## config.mk

```make
export PLATFORM = sky130hd
export DESIGN_NAME = global_id_reset_irq_regs
export DESIGN_NICKNAME = d
export VERILOG_FILES = /design/src/glob_regs_pkg.sv /design/src/byte_lane.sv /design/src/wake_pin_drive.sv /design/src/global_id_reset_irq_regs.sv
export SDC_FILE = /design/constraint.sdc
export NUM_CORES = 1
export LEC_CHECK = 0
export BUFFER_PORTS_ARGS = -buffer_cell sky130_fd_sc_hd__buf_2
export CORE_MARGIN = 2
export CORE_UTILIZATION = 35
export CTS_CLUSTER_SIZE = 20
export DETAILED_ROUTE_END_ITERATION = 8
export GPL_TIMING_DRIVEN = 0
export PLACE_DENSITY = 0.67
export SLEW_MARGIN = 20
export SYNTH_ARGS = -nofsm -noshare
export SYNTH_HDL_FRONTEND = slang
export SYNTH_SLANG_ARGS = --single-unit
```

## constraint.sdc

```tcl
create_clock -name mclk -period 1.8 [get_ports mclk]
set_clock_uncertainty 0.15 [all_clocks]
set_input_delay 0.18 -clock mclk [delete_from_list [all_inputs] [get_ports mclk]]
set_output_delay 0.18 -clock mclk [all_outputs]
set_load 0.02 [all_outputs]
```

## src/glob_regs_pkg.sv

```systemverilog
// Constants for the global identification, reset and interrupt register group
package glob_regs_pkg;
  localparam int          ADDR_W          = 16;
  localparam logic [15:0] OFS_CHIP_ID_LO  = 16'h0002;
  localparam logic [15:0] OFS_REV_RESET   = 16'h0003;
  localparam logic [15:0] OFS_WAKE_CTRL   = 16'h0006;
  localparam logic [15:0] OFS_VARIANT     = 16'h000F;
  localparam logic [15:0] OFS_IRQ_STAT    = 16'h0010;
  localparam logic [15:0] OFS_IRQ_MASK    = 16'h0014;
  localparam logic [15:0] OFS_PORT_STAT   = 16'h0018;
  localparam logic [15:0] OFS_PORT_MASK   = 16'h001C;
  localparam int          BIT_SOFT_RESET  = 0;
  localparam int          BIT_WAKE_POL    = 0;
  localparam int          BIT_WAKE_OE     = 1;
  localparam int          BIT_LOOKUP_IRQ  = 31;
  localparam int          BIT_TRIG_IRQ    = 30;
  localparam int          NUM_PORTS       = 3;
  localparam logic [7:0]  RST_BYTE        = 8'h00;
  localparam logic [3:0]  REV_ID_DEFAULT  = 4'h1;
  localparam logic [7:0]  CHIP_LO_DEFAULT = 8'h5A;
  localparam logic [7:0]  VARIANT_DEFAULT = 8'hA5;
  localparam int          SOFT_RST_CYCLES = 1;
  typedef enum logic [1:0] {
    ACC_NONE,
    ACC_READ,
    ACC_WRITE
  } acc_t;
endpackage

```

## src/byte_lane.sv

```systemverilog
// Picks one byte of a 32-bit register, big-endian within the word
`timescale 1ns/1ps
module byte_lane (
  input  wire logic [31:0] word,
  input  wire logic [1:0]  lane,
  output logic      [7:0]  byte_out
);
  always_comb begin
    case (lane)
      2'h0:    byte_out = word[31:24];
      2'h1:    byte_out = word[23:16];
      2'h2:    byte_out = word[15:8];
      default: byte_out = word[7:0];
    endcase
  end
endmodule

```

## src/wake_pin_drive.sv

```systemverilog
// Drives the wake event pin from the event level, enable and polarity
`timescale 1ns/1ps
module wake_pin_drive (
  input  wire logic event_active,
  input  wire logic enable,
  input  wire logic polarity,
  output logic      pin_level,
  output logic      pin_oe
);
  always_comb begin
    pin_oe    = enable;
    pin_level = polarity ? event_active : ~event_active;
  end
endmodule

```

## src/global_id_reset_irq_regs.sv

```systemverilog
// Global identification, soft reset, wake pin and top-level interrupt registers
`timescale 1ns/1ps
// Summary of operation
// Writing 1 to soft reset bit pulses data path reset; bit clears itself.
// Wake event pin drives only while its output enable bit is 1.
// Wake pin polarity bit: 0 asserts low, 1 asserts high; resets 0.
// Status bit 31 mirrors a pending lookup engine interrupt.
// Status bit 30 mirrors the trigger/timestamp unit interrupt request.
// Mask bit 31 gates the lookup interrupt; 0 enables, resets 0.
// Mask bit 30 gates the trigger/timestamp interrupt; 0 enables, resets 0.
// Port status bits 2..0 show pending interrupts of ports 3..1.
// Port mask bits 2..0 gate each port; 0 enables, all reset 0.
// Multi-byte registers are big-endian, bytes accessed singly in any order.
// Interrupt output asserts while any unmasked status bit is set.
// Reserved bits read constant and ignore writes; identity fields fixed.
module global_id_reset_irq_regs #(
  parameter logic [3:0] REV_ID     = glob_regs_pkg::REV_ID_DEFAULT,  // Arbitrary value
  parameter logic [7:0] CHIP_ID_LO = glob_regs_pkg::CHIP_LO_DEFAULT, // Arbitrary value
  parameter logic [7:0] VARIANT_ID = glob_regs_pkg::VARIANT_DEFAULT  // Arbitrary value
) (
  input  wire logic        mclk,
  input  wire logic        rst,
  input  wire logic [15:0] reg_addr,
  input  wire logic        reg_wr,
  input  wire logic        reg_rd,
  input  wire logic [7:0]  reg_wdata,
  input  wire logic        lookup_irq_pending,
  input  wire logic        trig_ts_irq_pending,
  input  wire logic [2:0]  port_irq_pending,
  input  wire logic        wake_event,
  output logic      [7:0]  reg_rdata,
  output logic             reg_rvalid,
  output logic             datapath_reset,
  output logic             irq_out,
  output logic             wake_pin_out,
  output logic             wake_pin_oe
);

  typedef struct packed {
    logic [7:0] rdata;
    logic       rvalid;
    logic       soft_rst;
    logic       wake_oe;
    logic       wake_pol;
    logic       mask_lookup;
    logic       mask_trig;
    logic [2:0] port_mask;
    logic       stat_lookup;
    logic       stat_trig;
    logic [2:0] port_stat;
    logic       irq;
    logic       wake_lvl;
    logic       wake_en;
  } state_t;

  state_t s_q;
  state_t s_d;

  logic [31:0] stat_word;
  logic [31:0] mask_word;
  logic [31:0] pstat_word;
  logic [31:0] pmask_word;
  logic [7:0]  stat_byte;
  logic [7:0]  mask_byte;
  logic [7:0]  pstat_byte;
  logic [7:0]  pmask_byte;
  logic        wake_lvl_c;
  logic        wake_oe_c;
  logic [15:0] word_base;
  logic [1:0]  lane;

  function automatic logic is_word(input logic [15:0] a, input logic [15:0] base);
    is_word = (a[15:2] == base[15:2]);
  endfunction

  assign word_base = {reg_addr[15:2], 2'b00};
  assign lane      = reg_addr[1:0];

  // Reserved bits are tied to zero so they read constant
  assign stat_word  = {s_q.stat_lookup, s_q.stat_trig, 30'h00000000};
  assign mask_word  = {s_q.mask_lookup, s_q.mask_trig, 30'h00000000};
  assign pstat_word = {29'h00000000, s_q.port_stat};
  assign pmask_word = {29'h00000000, s_q.port_mask};

  byte_lane u_lane_stat (
    .word     (stat_word),
    .lane     (lane),
    .byte_out (stat_byte)
  );
  byte_lane u_lane_mask (
    .word     (mask_word),
    .lane     (lane),
    .byte_out (mask_byte)
  );
  byte_lane u_lane_pstat (
    .word     (pstat_word),
    .lane     (lane),
    .byte_out (pstat_byte)
  );
  byte_lane u_lane_pmask (
    .word     (pmask_word),
    .lane     (lane),
    .byte_out (pmask_byte)
  );

  wake_pin_drive u_wake (
    .event_active (wake_event),
    .enable       (s_q.wake_oe),
    .polarity     (s_q.wake_pol),
    .pin_level    (wake_lvl_c),
    .pin_oe       (wake_oe_c)
  );

  always_comb begin
    s_d          = s_q;
    s_d.rvalid   = 1'b0;
    // Self-clearing: the reset request lasts exactly one cycle
    s_d.soft_rst = 1'b0;

    // Status follows the sources as levels; clearing is done at the source
    s_d.stat_lookup = lookup_irq_pending;
    s_d.stat_trig   = trig_ts_irq_pending;
    s_d.port_stat   = port_irq_pending;

    if (reg_wr) begin
      case (reg_addr)
        glob_regs_pkg::OFS_REV_RESET: begin
          s_d.soft_rst = reg_wdata[glob_regs_pkg::BIT_SOFT_RESET];
        end
        glob_regs_pkg::OFS_WAKE_CTRL: begin
          s_d.wake_oe  = reg_wdata[glob_regs_pkg::BIT_WAKE_OE];
          s_d.wake_pol = reg_wdata[glob_regs_pkg::BIT_WAKE_POL];
        end
        glob_regs_pkg::OFS_IRQ_MASK: begin
          // Bits 31 and 30 live in the most significant byte
          s_d.mask_lookup = reg_wdata[7];
          s_d.mask_trig   = reg_wdata[6];
        end
        glob_regs_pkg::OFS_PORT_MASK + 16'h0003: begin
          s_d.port_mask = reg_wdata[2:0];
        end
        default: begin
          // Identity, status and reserved bytes ignore writes
        end
      endcase
    end

    if (reg_rd) begin
      s_d.rvalid = 1'b1;
      s_d.rdata  = glob_regs_pkg::RST_BYTE;
      if (is_word(word_base, glob_regs_pkg::OFS_IRQ_STAT)) begin
        s_d.rdata = stat_byte;
      end else if (is_word(word_base, glob_regs_pkg::OFS_IRQ_MASK)) begin
        s_d.rdata = mask_byte;
      end else if (is_word(word_base, glob_regs_pkg::OFS_PORT_STAT)) begin
        s_d.rdata = pstat_byte;
      end else if (is_word(word_base, glob_regs_pkg::OFS_PORT_MASK)) begin
        s_d.rdata = pmask_byte;
      end else begin
        case (reg_addr)
          glob_regs_pkg::OFS_CHIP_ID_LO: s_d.rdata = CHIP_ID_LO;
          glob_regs_pkg::OFS_REV_RESET:  s_d.rdata = {REV_ID, 4'h0};
          glob_regs_pkg::OFS_WAKE_CTRL:  s_d.rdata = {6'h00, s_q.wake_oe, s_q.wake_pol};
          glob_regs_pkg::OFS_VARIANT:    s_d.rdata = VARIANT_ID;
          default:                       s_d.rdata = glob_regs_pkg::RST_BYTE;
        endcase
      end
    end

    // Combined from registered status so the output has no input glitches
    s_d.irq = (s_q.stat_lookup & ~s_q.mask_lookup) |
              (s_q.stat_trig & ~s_q.mask_trig) |
              (|(s_q.port_stat & ~s_q.port_mask));

    s_d.wake_lvl = wake_lvl_c;
    s_d.wake_en  = wake_oe_c;
  end

  always_ff @(posedge mclk or posedge rst) begin
    if (rst) begin
      s_q <= '0;
    end else begin
      s_q <= s_d;
    end
  end

  assign reg_rdata      = s_q.rdata;
  assign reg_rvalid     = s_q.rvalid;
  assign datapath_reset = s_q.soft_rst;
  assign irq_out        = s_q.irq;
  assign wake_pin_out   = s_q.wake_lvl;
  assign wake_pin_oe    = s_q.wake_en;

endmodule

```

# --- Word level (Yosys, flattened, before mapping) ---
# Cells that the tools add are included.
word_totals:
  latchBits: 0
  mem_count: 0
  ram_bits: 0
  romBits: 0
  regBits: 25
op_classes:
  multipliers: 0
  div_mod_pow: 0
  add_sub_neg: 0
  n_mux: 16
  order_cmp: 0
  shifts: 0
  eq_ne: 12
  bitwise_logic: 9
  reduce_logical: 6
ops:
  columns: ["op", "n"]
  rows:
  - ["$eq 14x3->1 const B", 4]
  - ["$mux 8", 7]
  - ["$eq 16x2->1 const B", 2]
  - ["$eq 16x5->1 const B", 2]
  - ["$pmux 8 s4", 1]
  - ["$eq 16x3->1 const B", 1]
  - ["$eq 16x4->1 const B", 1]
  - ["$mux 3", 3]
  - ["$reduce_and 2->1", 3]
  - ["$reduce_or 3->1", 2]
  - ["$mux 2", 2]
  - ["$and 3x3->3", 1]
  - ["$mux 1", 3]
  - ["$not 1->1", 3]
  - ["$not 3->3", 1]
  - ["$and 1x1->1", 2]
  - ["$eq 2x1->1 const B", 1]
  - ["$eq 2x2->1 const B", 1]
  - ["$logic_not 2->1", 1]
  - ["$or 1x1->1", 2]

# --- Logic depth before layout (Yosys ltp) ---
# Gate-level depths: netlist (run 1).
logic_depth:
  depth_word: 7
  ltp_mapped: 5
  ltp_nobuf: 4

# --- Cells and area by module ---
# From an unflattened synthesis (run 1), not the netlist that was laid out.
unflattened:
  hier_cells: 194
  area_unflattened_um2: 2308.5
by_module_without_submodules:
  columns: ["mod", "cells_per_inst", "area_each_um2", "n_inst"]
  rows:
  - ["global_id_reset_irq_regs", 152, 1506.4, 1]
  - ["byte_lane", 10, 196.4, 4]
  - ["wake_pin_drive", 2, 16.3, 1]

# --- Worst setup path before layout (run 1) ---
# OpenSTA, ideal clock, no wires.
synth_timing:
  kind: "input port to flip-flop"
  startpoint: "input reg_addr[3]"
  endpoint: "register s_q, in the netlist mask_word[30]"
  arrival_ns: 1.472
  stages: 4
  setup_time_ns: 0.125
  slack_ns: 0.053
  n_path_buf: 1
  path_cell_list: "buf_4 > or4b_1 > nor3_1 > mux2_2"
synth_via:
  elab_chain_cells: 2
synth_rtl:
  columns: ["item", "line_no", "rtl"]
  rows:
  - ["start: declaration", "global_id_reset_irq_regs.sv:23", "input wire logic [15:0] reg_addr,"]
  - ["$eq 16x5->1", "global_id_reset_irq_regs.sv:126", "case (reg_addr)"]
  - ["$reduce_and 2->1 (no source line)", null, null]
  - ["end signal: assignment", "global_id_reset_irq_regs.sv:181", "s_q <= '0;"]
  - ["end signal: assignment", "global_id_reset_irq_regs.sv:183", "s_q <= s_d;"]
  - ["end: declaration", "global_id_reset_irq_regs.sv:56", "state_t s_q;"]
# Every way passes these cells.
# A chain may end at the register's enable or synchronous reset.

# --- Worst setup path in the final report (run 1) ---
layout_timing:
  startpoint: "input reg_wr"
  endpoint: "register s_q, in the netlist pmask_word[1]"
layout_via:
  elab_chain_cells: 1
layout_rtl:
  columns: ["item", "line_no", "rtl"]
  rows:
  - ["start: declaration", "global_id_reset_irq_regs.sv:24", "input wire logic reg_wr,"]
  - ["$reduce_and 2->1 (no source line)", null, null]
# Every way passes these cells.

==> results of run 1 <==
logic make-up after synthesis:
group	Yosys count	share of synthesized area
xor gates and xnor gates	1	0.00714
AOI/OAI and AO/OA	21	0.122
DFF	25	0.510
muxes	9	0.0897
and+or+nand+nor	32	0.161
buffers and inverters	26	0.110
power by group through the flow:
stage / Clock (mW) / Sequential, mW / Combinational, mW
2_1_floorplan: 0 / 0.587 / 0.0501
3_3_place_gp: 0 / 0.584 / 0.102
3_5_place_dp: 0 / 0.584 / 0.106
4_1_cts: 0.262 / 0.574 / 0.130
5_1_grt: 0.287 / 0.575 / 0.145
6_report: 0.247 / 0.574 / 0.130
worst max-delay path, delay by kind of cell:
family,cells,cell delay (ps)
muxes,1,320
and+or+nand+nor,2,630
buffers and inverters,2,640
metal layers:
metal	global-route usage	vias to the layer above	wire length [µm]
met5	0	-	0
met4	0.0408	0	38
met1	0.174	488	1110
met3	0.0232	5	176
li1	-	517	-
met2	0.267	39	1430
flip-flops by register name (all words and copies together), names as in the netlist:
name,flops
datapath_reset,1
irq_out,1
mask_word,2
pmask_word,3
pstat_word,3
reg_rdata,8
reg_rvalid,1
s_q,4
wake_pin_oe,1
wake_pin_out,1
cells in the final DEF, fill, tap and decap left out, types with 2 or more instances in the layout:
cell type / synthesis / layout
sky130_fd_sc_hd__nand2_1: 9 / 9
sky130_fd_sc_hd__buf_2: 0 / 41
sky130_fd_sc_hd__clkbuf_1: 3 / 3
sky130_fd_sc_hd__dlygate4sd3_1: 0 / 15
sky130_fd_sc_hd__a31oi_1: 2 / 2
sky130_fd_sc_hd__clkbuf_4: 0 / 3
sky130_fd_sc_hd__a21oi_1: 4 / 4
sky130_fd_sc_hd__inv_1: 13 / 13
sky130_fd_sc_hd__nand4_1: 2 / 2
sky130_fd_sc_hd__o21ai_0: 2 / 2
sky130_fd_sc_hd__o22ai_1: 3 / 3
sky130_fd_sc_hd__dfrtp_1: 25 / 25
sky130_fd_sc_hd__o2bb2ai_1: 3 / 3
sky130_fd_sc_hd__mux2_4: 3 / 3
sky130_fd_sc_hd__a22oi_1: 2 / 2
sky130_fd_sc_hd__nand3_1: 5 / 5
sky130_fd_sc_hd__mux2_2: 4 / 4
sky130_fd_sc_hd__nor3_1: 6 / 6
sky130_fd_sc_hd__buf_4: 10 / 10
sky130_fd_sc_hd__mux2i_1: 2 / 2
final cells by class:
cell class,instances,area (µm²),area share
multi-input cells,63,467,0.280
plain buffers,13,86.3,0.0518
well taps,46,57.6,0.0345
clock buffers,3,22.5,0.0135
clock inverters,1,5.00,0.00300
repair buffers,56,355,0.213
flip-flops and latches,25,626,0.375
inverters,13,48.8,0.0293
worst max-delay path by stage:
stage | endpoint | slack, ps | cells after the start
after CTS | pmask_word[1] | 120 | 5
after floorplan | mask_word[30] | 50 | 4
after detailed placement | s_q[14] | -160 | 6
final | pmask_word[1] | 100 | 5
after global placement | pmask_word[1] | -120 | 5
after global routing | s_q[13] | 60 | 6
through the flow:
stage | power [mW] | hold slack (ps) | setup TNS (ps) | utilization
after floorplan | 0.637 | 57.3 | 0 | -
after global placement | 0.686 | 138 | -609 | 0.443
after detailed placement | 0.690 | 140 | -867 | 0.443
after CTS | 0.966 | 14.4 | 0 | 0.496
after global routing | 1.01 | 38.5 | 0 | 0.496
final | 0.950 | 19.7 | 0 | 0.496
timing repair:
item | CTS | global route
hold buffers | 15 | 0
hold endpoints to repair | 40 | 0
endpoints found under the setup margin | 0 | 0
==> impl_metrics.prom, run 1 <==
# TYPE chip_impl_metric gauge
chip_impl_metric{name="post-place-ws",unit="ps"} -160
chip_impl_metric{name="die_area",unit="µm²"} 4000
chip_impl_metric{name="layout.nets",unit=""} 209
chip_impl_metric{name="power_frac_comb",unit=""} 0.137
chip_impl_metric{name="netlist.area_leader.share",unit=""} 0.510
chip_impl_metric{name="hold_viol",unit=""} 0
chip_impl_metric{name="placement.io_buffers",unit=""} 41
chip_impl_metric{name="fmaxAchievable",unit="MHz"} 588
chip_impl_metric{name="postSynthRegisterBits",unit=""} 25
chip_impl_metric{name="seq_power_share",unit=""} 0.604
chip_impl_metric{name="antenna_found_initial",unit=""} 0
chip_impl_metric{name="num-fill-cells",unit=""} 362
chip_impl_info{name="endpoint_of_the_worst_hold_timing_path",value="datapath_reset"} 1
chip_impl_info{name="rsz0062_at_grt",value="false"} 1
chip_impl_info{name="yosys-top-cells-count",value="sky130_fd_sc_hd__dfrtp_1 (25), sky130_fd_sc_hd__inv_1 (13), sky130_fd_sc_hd__buf_4 (10)"} 1
chip_impl_metric{name="dp.cells",unit=""} 201
chip_impl_metric{name="overflow_left_after_global_routing",unit=""} 0
chip_impl_info{name="status",value="finished, final reports clean"} 1
chip_impl_metric{name="gpl.final_weighted_congestion",unit=""} 0.829
chip_impl_metric{name="drive_gt1_frac",unit=""} 0.391
chip_impl_metric{name="clock_path_buffers",unit=""} 2
chip_impl_metric{name="tritoncts_buffer_count",unit=""} 3
chip_impl_metric{name="post_synth_instance_area",unit="µm²"} 1230
chip_impl_metric{name="grt_pass1_wl",unit="mm"} 4.60
chip_impl_info{name="path_class",value="in2reg"} 1
chip_impl_metric{name="finalWirelength",unit="mm"} 2.75
chip_impl_info{name="crit_path_start_kind",value="input port"} 1
chip_impl_metric{name="sequential_share_of_the_synthesized_area",unit=""} 0.510
chip_impl_metric{name="synth-warning-count",unit=""} 0
chip_impl_metric{name="max-cap-violations",unit=""} 0
chip_impl_info{name="synth_ff_type",value="sky130_fd_sc_hd__dfrtp_1"} 1
chip_impl_metric{name="route.vias.total",unit=""} 1049
chip_impl_metric{name="synth_fp_nets",unit=""} 148
chip_impl_metric{name="pwr-share-clk",unit=""} 0.260
chip_impl_metric{name="drt-pass1-iter-count",unit=""} 4
chip_impl_info{name="worstReg2RegStart",value="pmask_word[1]"} 1
chip_impl_metric{name="cts-htree-levels",unit=""} 1
chip_impl_metric{name="worstHoldPathCells",unit=""} 3
chip_impl_metric{name="drc",unit=""} 0
chip_impl_metric{name="drv_slew",unit=""} 0
chip_impl_info{name="crit_path_cell_trace",value="dlygate4sd3_1 -> buf_2 -> nand2_1 -> or4_4 -> mux2_4"} 1
chip_impl_metric{name="switchingPower",unit="µW"} 233
chip_impl_metric{name="routed_via_density",unit=""} 4.77
chip_impl_metric{name="syn_inst",unit=""} 114
chip_impl_metric{name="via_count_of_the_first_global_routing_pass",unit=""} 1043
chip_impl_info{name="kind_of_end_point_of_the_critical_path",value="flip-flop"} 1
chip_impl_metric{name="clk_pin_slew_worst_paths",unit="ps"} 130
chip_impl_metric{name="clkSinkCount",unit=""} 25
chip_impl_metric{name="final_min_period_over_clock_period",unit=""} 0.945
chip_impl_metric{name="ant_nets",unit=""} 0
chip_impl_metric{name="pin_count_of_the_biggest_net_entering_global_routing",unit=""} 26
chip_impl_metric{name="synth-edff-count",unit=""} 0
chip_impl_metric{name="flow.area_growth_from_synthesis",unit="%"} 35.9
chip_impl_info{name="post-synth-top-area-cell",value="sky130_fd_sc_hd__dfrtp_1"} 1
chip_impl_metric{name="clock_latency",unit="ps"} 320
chip_impl_info{name="worst_setup_path_startpoint",value="reg_wr"} 1
chip_impl_metric{name="antenna_cells_inserted",unit=""} 0
chip_impl_info{name="yosysMostFrequentCell",value="sky130_fd_sc_hd__dfrtp_1"} 1
chip_impl_metric{name="globalRouteTotalUtil",unit=""} 0.145
chip_impl_metric{name="final_cell_area",unit="µm²"} 1670
chip_impl_metric{name="critical_path_required",unit="ps"} 1870
chip_impl_metric{name="drtIter0Drc",unit=""} 32
chip_impl_metric{name="row_count",unit=""} 21
chip_impl_info{name="hold_path_startpoint",value="reg_addr[1]"} 1
chip_impl_info{name="root_buffer_cell",value="sky130_fd_sc_hd__clkbuf_4"} 1
chip_impl_metric{name="leakagePower",unit="nW"} 0.792
chip_impl_metric{name="worst-path-max-fanout",unit=""} 3
chip_impl_metric{name="core",unit="µm²"} 3360
chip_impl_metric{name="die_width",unit="µm"} 63.2
chip_impl_metric{name="place_area",unit="µm²"} 1490
chip_impl_info{name="cts_tree",value="built"} 1
chip_impl_metric{name="peakVddDrop",unit="µV"} 491
chip_impl_metric{name="finalWorstSetupSlack",unit="ps"} 98.5
chip_impl_metric{name="initial_utilization",unit=""} 0.365
chip_impl_metric{name="die_height",unit="µm"} 63.2
chip_impl_info{name="regToRegEndpoint",value="reg_rdata[1]"} 1
chip_impl_metric{name="timing.reg2reg.setup_slack",unit="ps"} 550
chip_impl_metric{name="post-cts-setup-buffer-count",unit=""} 0
chip_impl_metric{name="synthesis.area_per_instance",unit="µm²"} 10.8
chip_impl_metric{name="number_of_cell_instances_on_the_worst_register_to_register_path",unit=""} 4
chip_impl_metric{name="async_flop_share",unit=""} 1.00
chip_impl_info{name="worstHoldPathType",value="in2reg"} 1
chip_impl_metric{name="netlist-cell-type-count",unit=""} 33
chip_impl_metric{name="final_period_minus_worst_setup_slack",unit="ps"} 1700
chip_impl_metric{name="setup_viol_count_final",unit=""} 0
chip_impl_metric{name="timing.slew.headroom",unit=""} 0.401
chip_impl_metric{name="final_cell_count_no_fill",unit=""} 220
chip_impl_metric{name="hpwlAfterDp",unit="mm"} 2.08
chip_impl_metric{name="worst_pin_slew",unit="ps"} 898
chip_impl_info{name="ys_top_cells_by_area",value="sky130_fd_sc_hd__dfrtp_1 (51%), sky130_fd_sc_hd__buf_4 (6.1%), sky130_fd_sc_hd__inv_1 (4.0%), sky130_fd_sc_hd__mux2_2 (3.7%), sky130_fd_sc_hd__mux2_4 (3.7%)"} 1
chip_impl_info{name="cp_slowest_cell",value="sky130_fd_sc_hd__or4_4"} 1
chip_impl_metric{name="power_per_cell_area",unit="nW/µm²"} 570
chip_impl_metric{name="cell_internal_pwr",unit="µW"} 718
chip_impl_metric{name="ctsResizeCount",unit=""} 0
chip_impl_metric{name="worst_ep_arrival_time",unit="ps"} 1770
chip_impl_metric{name="ios",unit=""} 47
chip_impl_metric{name="power.switching_fraction",unit=""} 0.245
chip_impl_metric{name="slowest_delay",unit="ps"} 540
chip_impl_metric{name="post_drt_wl_per_cell",unit="µm"} 12.5
Note: power is estimated with default switching activity, not from simulation.
==> inputs of run 2 (changes only) <==
--- a/config.mk
+++ b/config.mk
@@ -5,13 +5,14 @@
 export SDC_FILE = /design/constraint.sdc
 export NUM_CORES = 1
 export LEC_CHECK = 0
+export ABC_AREA = 1
 export BUFFER_PORTS_ARGS = -buffer_cell sky130_fd_sc_hd__buf_2
 export CORE_MARGIN = 2
 export CORE_UTILIZATION = 35
 export CTS_CLUSTER_SIZE = 20
 export DETAILED_ROUTE_END_ITERATION = 8
 export GPL_TIMING_DRIVEN = 0
-export PLACE_DENSITY = 0.67
+export PLACE_DENSITY = 0.66
 export SLEW_MARGIN = 20
 export SYNTH_ARGS = -nofsm -noshare
 export SYNTH_HDL_FRONTEND = slang
==> impl_metrics.prom, run 2 <==
# TYPE chip_impl_metric gauge
chip_impl_info{name="status",value="finished, final reports clean"} 1
chip_impl_metric{name="totalNegativeSetupSlack",unit="ps"} 0
chip_impl_metric{name="power_frac_comb",unit=""} 0.123
chip_impl_metric{name="syn_inst",unit=""} 177
chip_impl_metric{name="ant_nets",unit=""} 0
chip_impl_metric{name="cts-htree-levels",unit=""} 1
chip_impl_info{name="cpLargestDelayFamily",value="buffers and inverters"} 1
chip_impl_metric{name="netlist.area_leader.share",unit=""} 0.449
chip_impl_metric{name="clock_path_buffers",unit=""} 2
chip_impl_metric{name="final_cell_area",unit="µm²"} 1820
chip_impl_metric{name="drt-pass1-iter-count",unit=""} 4
chip_impl_info{name="ys_top_cells_by_area",value="sky130_fd_sc_hd__dfrtp_1 (45%), sky130_fd_sc_hd__nand2_1 (12%), sky130_fd_sc_hd__inv_1 (5.7%), sky130_fd_sc_hd__nor2_1 (5.1%), sky130_fd_sc_hd__buf_4 (4.9%)"} 1
chip_impl_metric{name="synthesis.area_per_instance",unit="µm²"} 7.87
chip_impl_metric{name="tritoncts_buffer_count",unit=""} 3
chip_impl_metric{name="pin_count_of_the_biggest_net_entering_global_routing",unit=""} 26
chip_impl_info{name="globalRoute.busiestLayer",value="met2"} 1
chip_impl_metric{name="finalWirelength",unit="mm"} 2.91
chip_impl_metric{name="drc",unit=""} 0
chip_impl_metric{name="seq_power_share",unit=""} 0.553
chip_impl_metric{name="setup_viol_count_final",unit=""} 0
chip_impl_metric{name="leakagePower",unit="nW"} 0.967
chip_impl_metric{name="globalRouteTotalUtil",unit=""} 0.148
chip_impl_metric{name="post_synth_instance_area",unit="µm²"} 1390
chip_impl_metric{name="ctsResizeCount",unit=""} 0
chip_impl_metric{name="final_period_minus_worst_setup_slack",unit="ps"} 1340
chip_impl_info{name="crit_path_start_kind",value="input port"} 1
chip_impl_metric{name="clkSinkCount",unit=""} 25
chip_impl_metric{name="place_area",unit="µm²"} 1670
chip_impl_info{name="post-synth-top-area-cell",value="sky130_fd_sc_hd__dfrtp_1"} 1
chip_impl_metric{name="antenna_found_initial",unit=""} 0
chip_impl_metric{name="die_width",unit="µm"} 67.1
chip_impl_metric{name="num-fill-cells",unit=""} 394
chip_impl_metric{name="grt_use_met3",unit=""} 0.0220
chip_impl_metric{name="post_drt_wl_per_cell",unit="µm"} 10.3
chip_impl_metric{name="drtIter0Drc",unit=""} 26
chip_impl_info{name="path_class",value="in2async"} 1
chip_impl_info{name="synth_ff_type",value="sky130_fd_sc_hd__dfrtp_1"} 1
chip_impl_metric{name="peakVddDrop",unit="µV"} 405
chip_impl_metric{name="multiInputGateArea",unit="µm²"} 601
chip_impl_metric{name="drive_gt1_frac",unit=""} 0.319
chip_impl_metric{name="max-cap-violations",unit=""} 0
chip_impl_metric{name="die_area",unit="µm²"} 4500
chip_impl_metric{name="grt_util_met1",unit=""} 0.195
chip_impl_metric{name="flow.area_growth_from_synthesis",unit="%"} 31.0
chip_impl_metric{name="slowest_delay",unit="ps"} 650
chip_impl_metric{name="seqCellArea",unit="µm²"} 626
chip_impl_metric{name="power",unit="mW"} 1.04
chip_impl_info{name="cp_slowest_cell",value="sky130_fd_sc_hd__inv_1"} 1
chip_impl_metric{name="initial_utilization",unit=""} 0.372
chip_impl_info{name="root_buffer_cell",value="sky130_fd_sc_hd__clkbuf_8"} 1
chip_impl_info{name="yosys-top-cells-count",value="sky130_fd_sc_hd__nand2_1 (44), sky130_fd_sc_hd__dfrtp_1 (25), sky130_fd_sc_hd__inv_1 (21)"} 1
chip_impl_metric{name="timing.slew.headroom",unit=""} 0.400
chip_impl_metric{name="final_min_period_over_clock_period",unit=""} 0.745
chip_impl_metric{name="synth-edff-count",unit=""} 0
chip_impl_metric{name="synth_fp_nets",unit=""} 211
chip_impl_metric{name="worst-path-max-fanout",unit=""} 25
chip_impl_metric{name="row_count",unit=""} 22
chip_impl_metric{name="via_count_of_the_first_global_routing_pass",unit=""} 1184
chip_impl_metric{name="netlist-cell-type-count",unit=""} 23
chip_impl_info{name="layout_common_cells",value="sky130_fd_sc_hd__nand2_1 (44), sky130_fd_sc_hd__buf_2 (43), sky130_fd_sc_hd__dfrtp_1 (25)"} 1
chip_impl_info{name="worstHoldPathType",value="in2reg"} 1
chip_impl_info{name="mostFrequentLayoutCell",value="sky130_fd_sc_hd__nand2_1"} 1
chip_impl_info{name="yosysMostFrequentCell",value="sky130_fd_sc_hd__nand2_1"} 1
chip_impl_metric{name="sequential_share_of_the_synthesized_area",unit=""} 0.449
chip_impl_metric{name="grt_pass1_wl",unit="mm"} 5.05
chip_impl_metric{name="die_height",unit="µm"} 67.1
chip_impl_metric{name="synth-warning-count",unit=""} 0
chip_impl_metric{name="clock_latency",unit="ps"} 270
chip_impl_metric{name="critical_path_required",unit="ps"} 1940
chip_impl_metric{name="gpl.final_weighted_congestion",unit=""} 0.878
chip_impl_metric{name="fmaxAchievable",unit="MHz"} 745
chip_impl_metric{name="power.switching_fraction",unit=""} 0.246
chip_impl_metric{name="postSynthRegisterBits",unit=""} 25
chip_impl_metric{name="gr-usage-met2",unit=""} 0.245
chip_impl_metric{name="cell_internal_pwr",unit="µW"} 781
chip_impl_metric{name="hpwlAfterDp",unit="mm"} 2.30
chip_impl_metric{name="power_per_cell_area",unit="nW/µm²"} 568
chip_impl_metric{name="crit_buf_inv",unit=""} 3
chip_impl_metric{name="overflow_left_after_global_routing",unit=""} 0
chip_impl_metric{name="flip_flop_count_of_the_largest_register_after_layout",unit=""} 8
chip_impl_metric{name="async_flop_share",unit=""} 1.00
chip_impl_metric{name="final_cell_count_no_fill",unit=""} 283
chip_impl_metric{name="worst_pin_slew",unit="ps"} 898
chip_impl_info{name="kind_of_end_point_of_the_critical_path",value="asynchronous set/reset pin"} 1
chip_impl_metric{name="dp.cells",unit=""} 268
chip_impl_metric{name="placement.io_buffers",unit=""} 43
chip_impl_metric{name="pwr-share-clk",unit=""} 0.324
chip_impl_metric{name="layout.nets",unit=""} 270
chip_impl_metric{name="hold-worst-slack",unit="ps"} 1.37
chip_impl_metric{name="core",unit="µm²"} 3740
chip_impl_info{name="crit_path_cell_trace",value="dlygate4sd3_1 -> buf_2 -> inv_1"} 1
chip_impl_info{name="rsz0062_at_grt",value="false"} 1
chip_impl_metric{name="drv_slew",unit=""} 0
chip_impl_metric{name="hold_viol",unit=""} 0
chip_impl_metric{name="antenna_cells_inserted",unit=""} 0
chip_impl_info{name="cts_tree",value="built"} 1
chip_impl_metric{name="clk_pin_slew_worst_paths",unit="ps"} 90
chip_impl_metric{name="routed_via_density",unit=""} 4.41
chip_impl_metric{name="worst_ep_arrival_time",unit="ps"} 1480
chip_impl_metric{name="route.vias.total",unit=""} 1249
chip_impl_metric{name="switchingPower",unit="µW"} 255
chip_impl_metric{name="ios",unit=""} 47
## run 2: final cells by class
type,count,share of cell area
Timing Repair Buffer,54,0.178
Sequential cell,25,0.343
Buffer,10,0.0432
Clock buffer,3,0.0226
Clock inverter,1,0.00274
Inverter,23,0.0480
Tap cell,48,0.0329
Multi-Input combinational cell,119,0.329
## run 2: final timing paths
| kind | startpoint | to | slack, ps | depth (start not counted) |
|---|---|---|---|---|
| worst max-delay path | rst | irq_out | 460 | 3 |
| worst min-delay path | reg_wdata[2] | pmask_word[2] | 1 | 3 |
| worst max register to register | pmask_word[2] | reg_rdata[2] | 730 | 6 |
| worst min register to register | s_q[14] | wake_pin_oe | 230 | 0 |
| max in group mclk | reg_rdata[5] | reg_rdata[5] | 530 | 2 |
| min in group asynchronous | rst | wake_pin_oe | 490 | 3 |
## run 2: kinds of logic after synthesis
| logic type | Yosys count | share of synthesized area |
|---|---|---|
| AO/OA/AOI/OAI | 16 | 0.0620 |
| buffers and inverters | 33 | 0.119 |
| XOR/XNOR | 1 | 0.00629 |
| AND/OR/NAND/NOR | 102 | 0.363 |
| flip-flops | 25 | 0.449 |
## run 2: through the flow
stage | util | worst slack (ps)
final | 0.487 | 459
after floorplan | - | 556
after global routing | 0.487 | 229
after CTS | 0.487 | 367
after detailed placement | 0.446 | 311
after global placement | 0.446 | 331
## run 2: per-layer routing
layer / routed length [µm] / up-vias
li1: - / 673
met5: 0 / -
met3: 136 / 4
met2: 1350 / 32
met4: 42 / 0
met1: 1380 / 540
## run 2: worst reg2reg max path, stage by stage (launching register included)
cell and delay (ps):
sky130_fd_sc_hd__dfrtp_1 380, sky130_fd_sc_hd__inv_1 80, sky130_fd_sc_hd__nor2_1 60, sky130_fd_sc_hd__o21ai_1 130, sky130_fd_sc_hd__nand2_1 60, sky130_fd_sc_hd__nand2_1 60
sky130_fd_sc_hd__nand2_1 50
## run 2: power by group through the flow
stage / clock network [mW] / registers (mW) / logic [mW]
after global placement: 0 / 0.584 / 0.109
after CTS: 0.346 / 0.573 / 0.129
after detailed placement: 0 / 0.584 / 0.110
after global routing: 0.377 / 0.574 / 0.145
final: 0.336 / 0.573 / 0.127
after floorplan: 0 / 0.587 / 0.0521
## run 2: what timing repair did
item	in CTS	in global routing
setup buffers	0	0
hold buffers	11	0
hold endpoints to repair	35	0
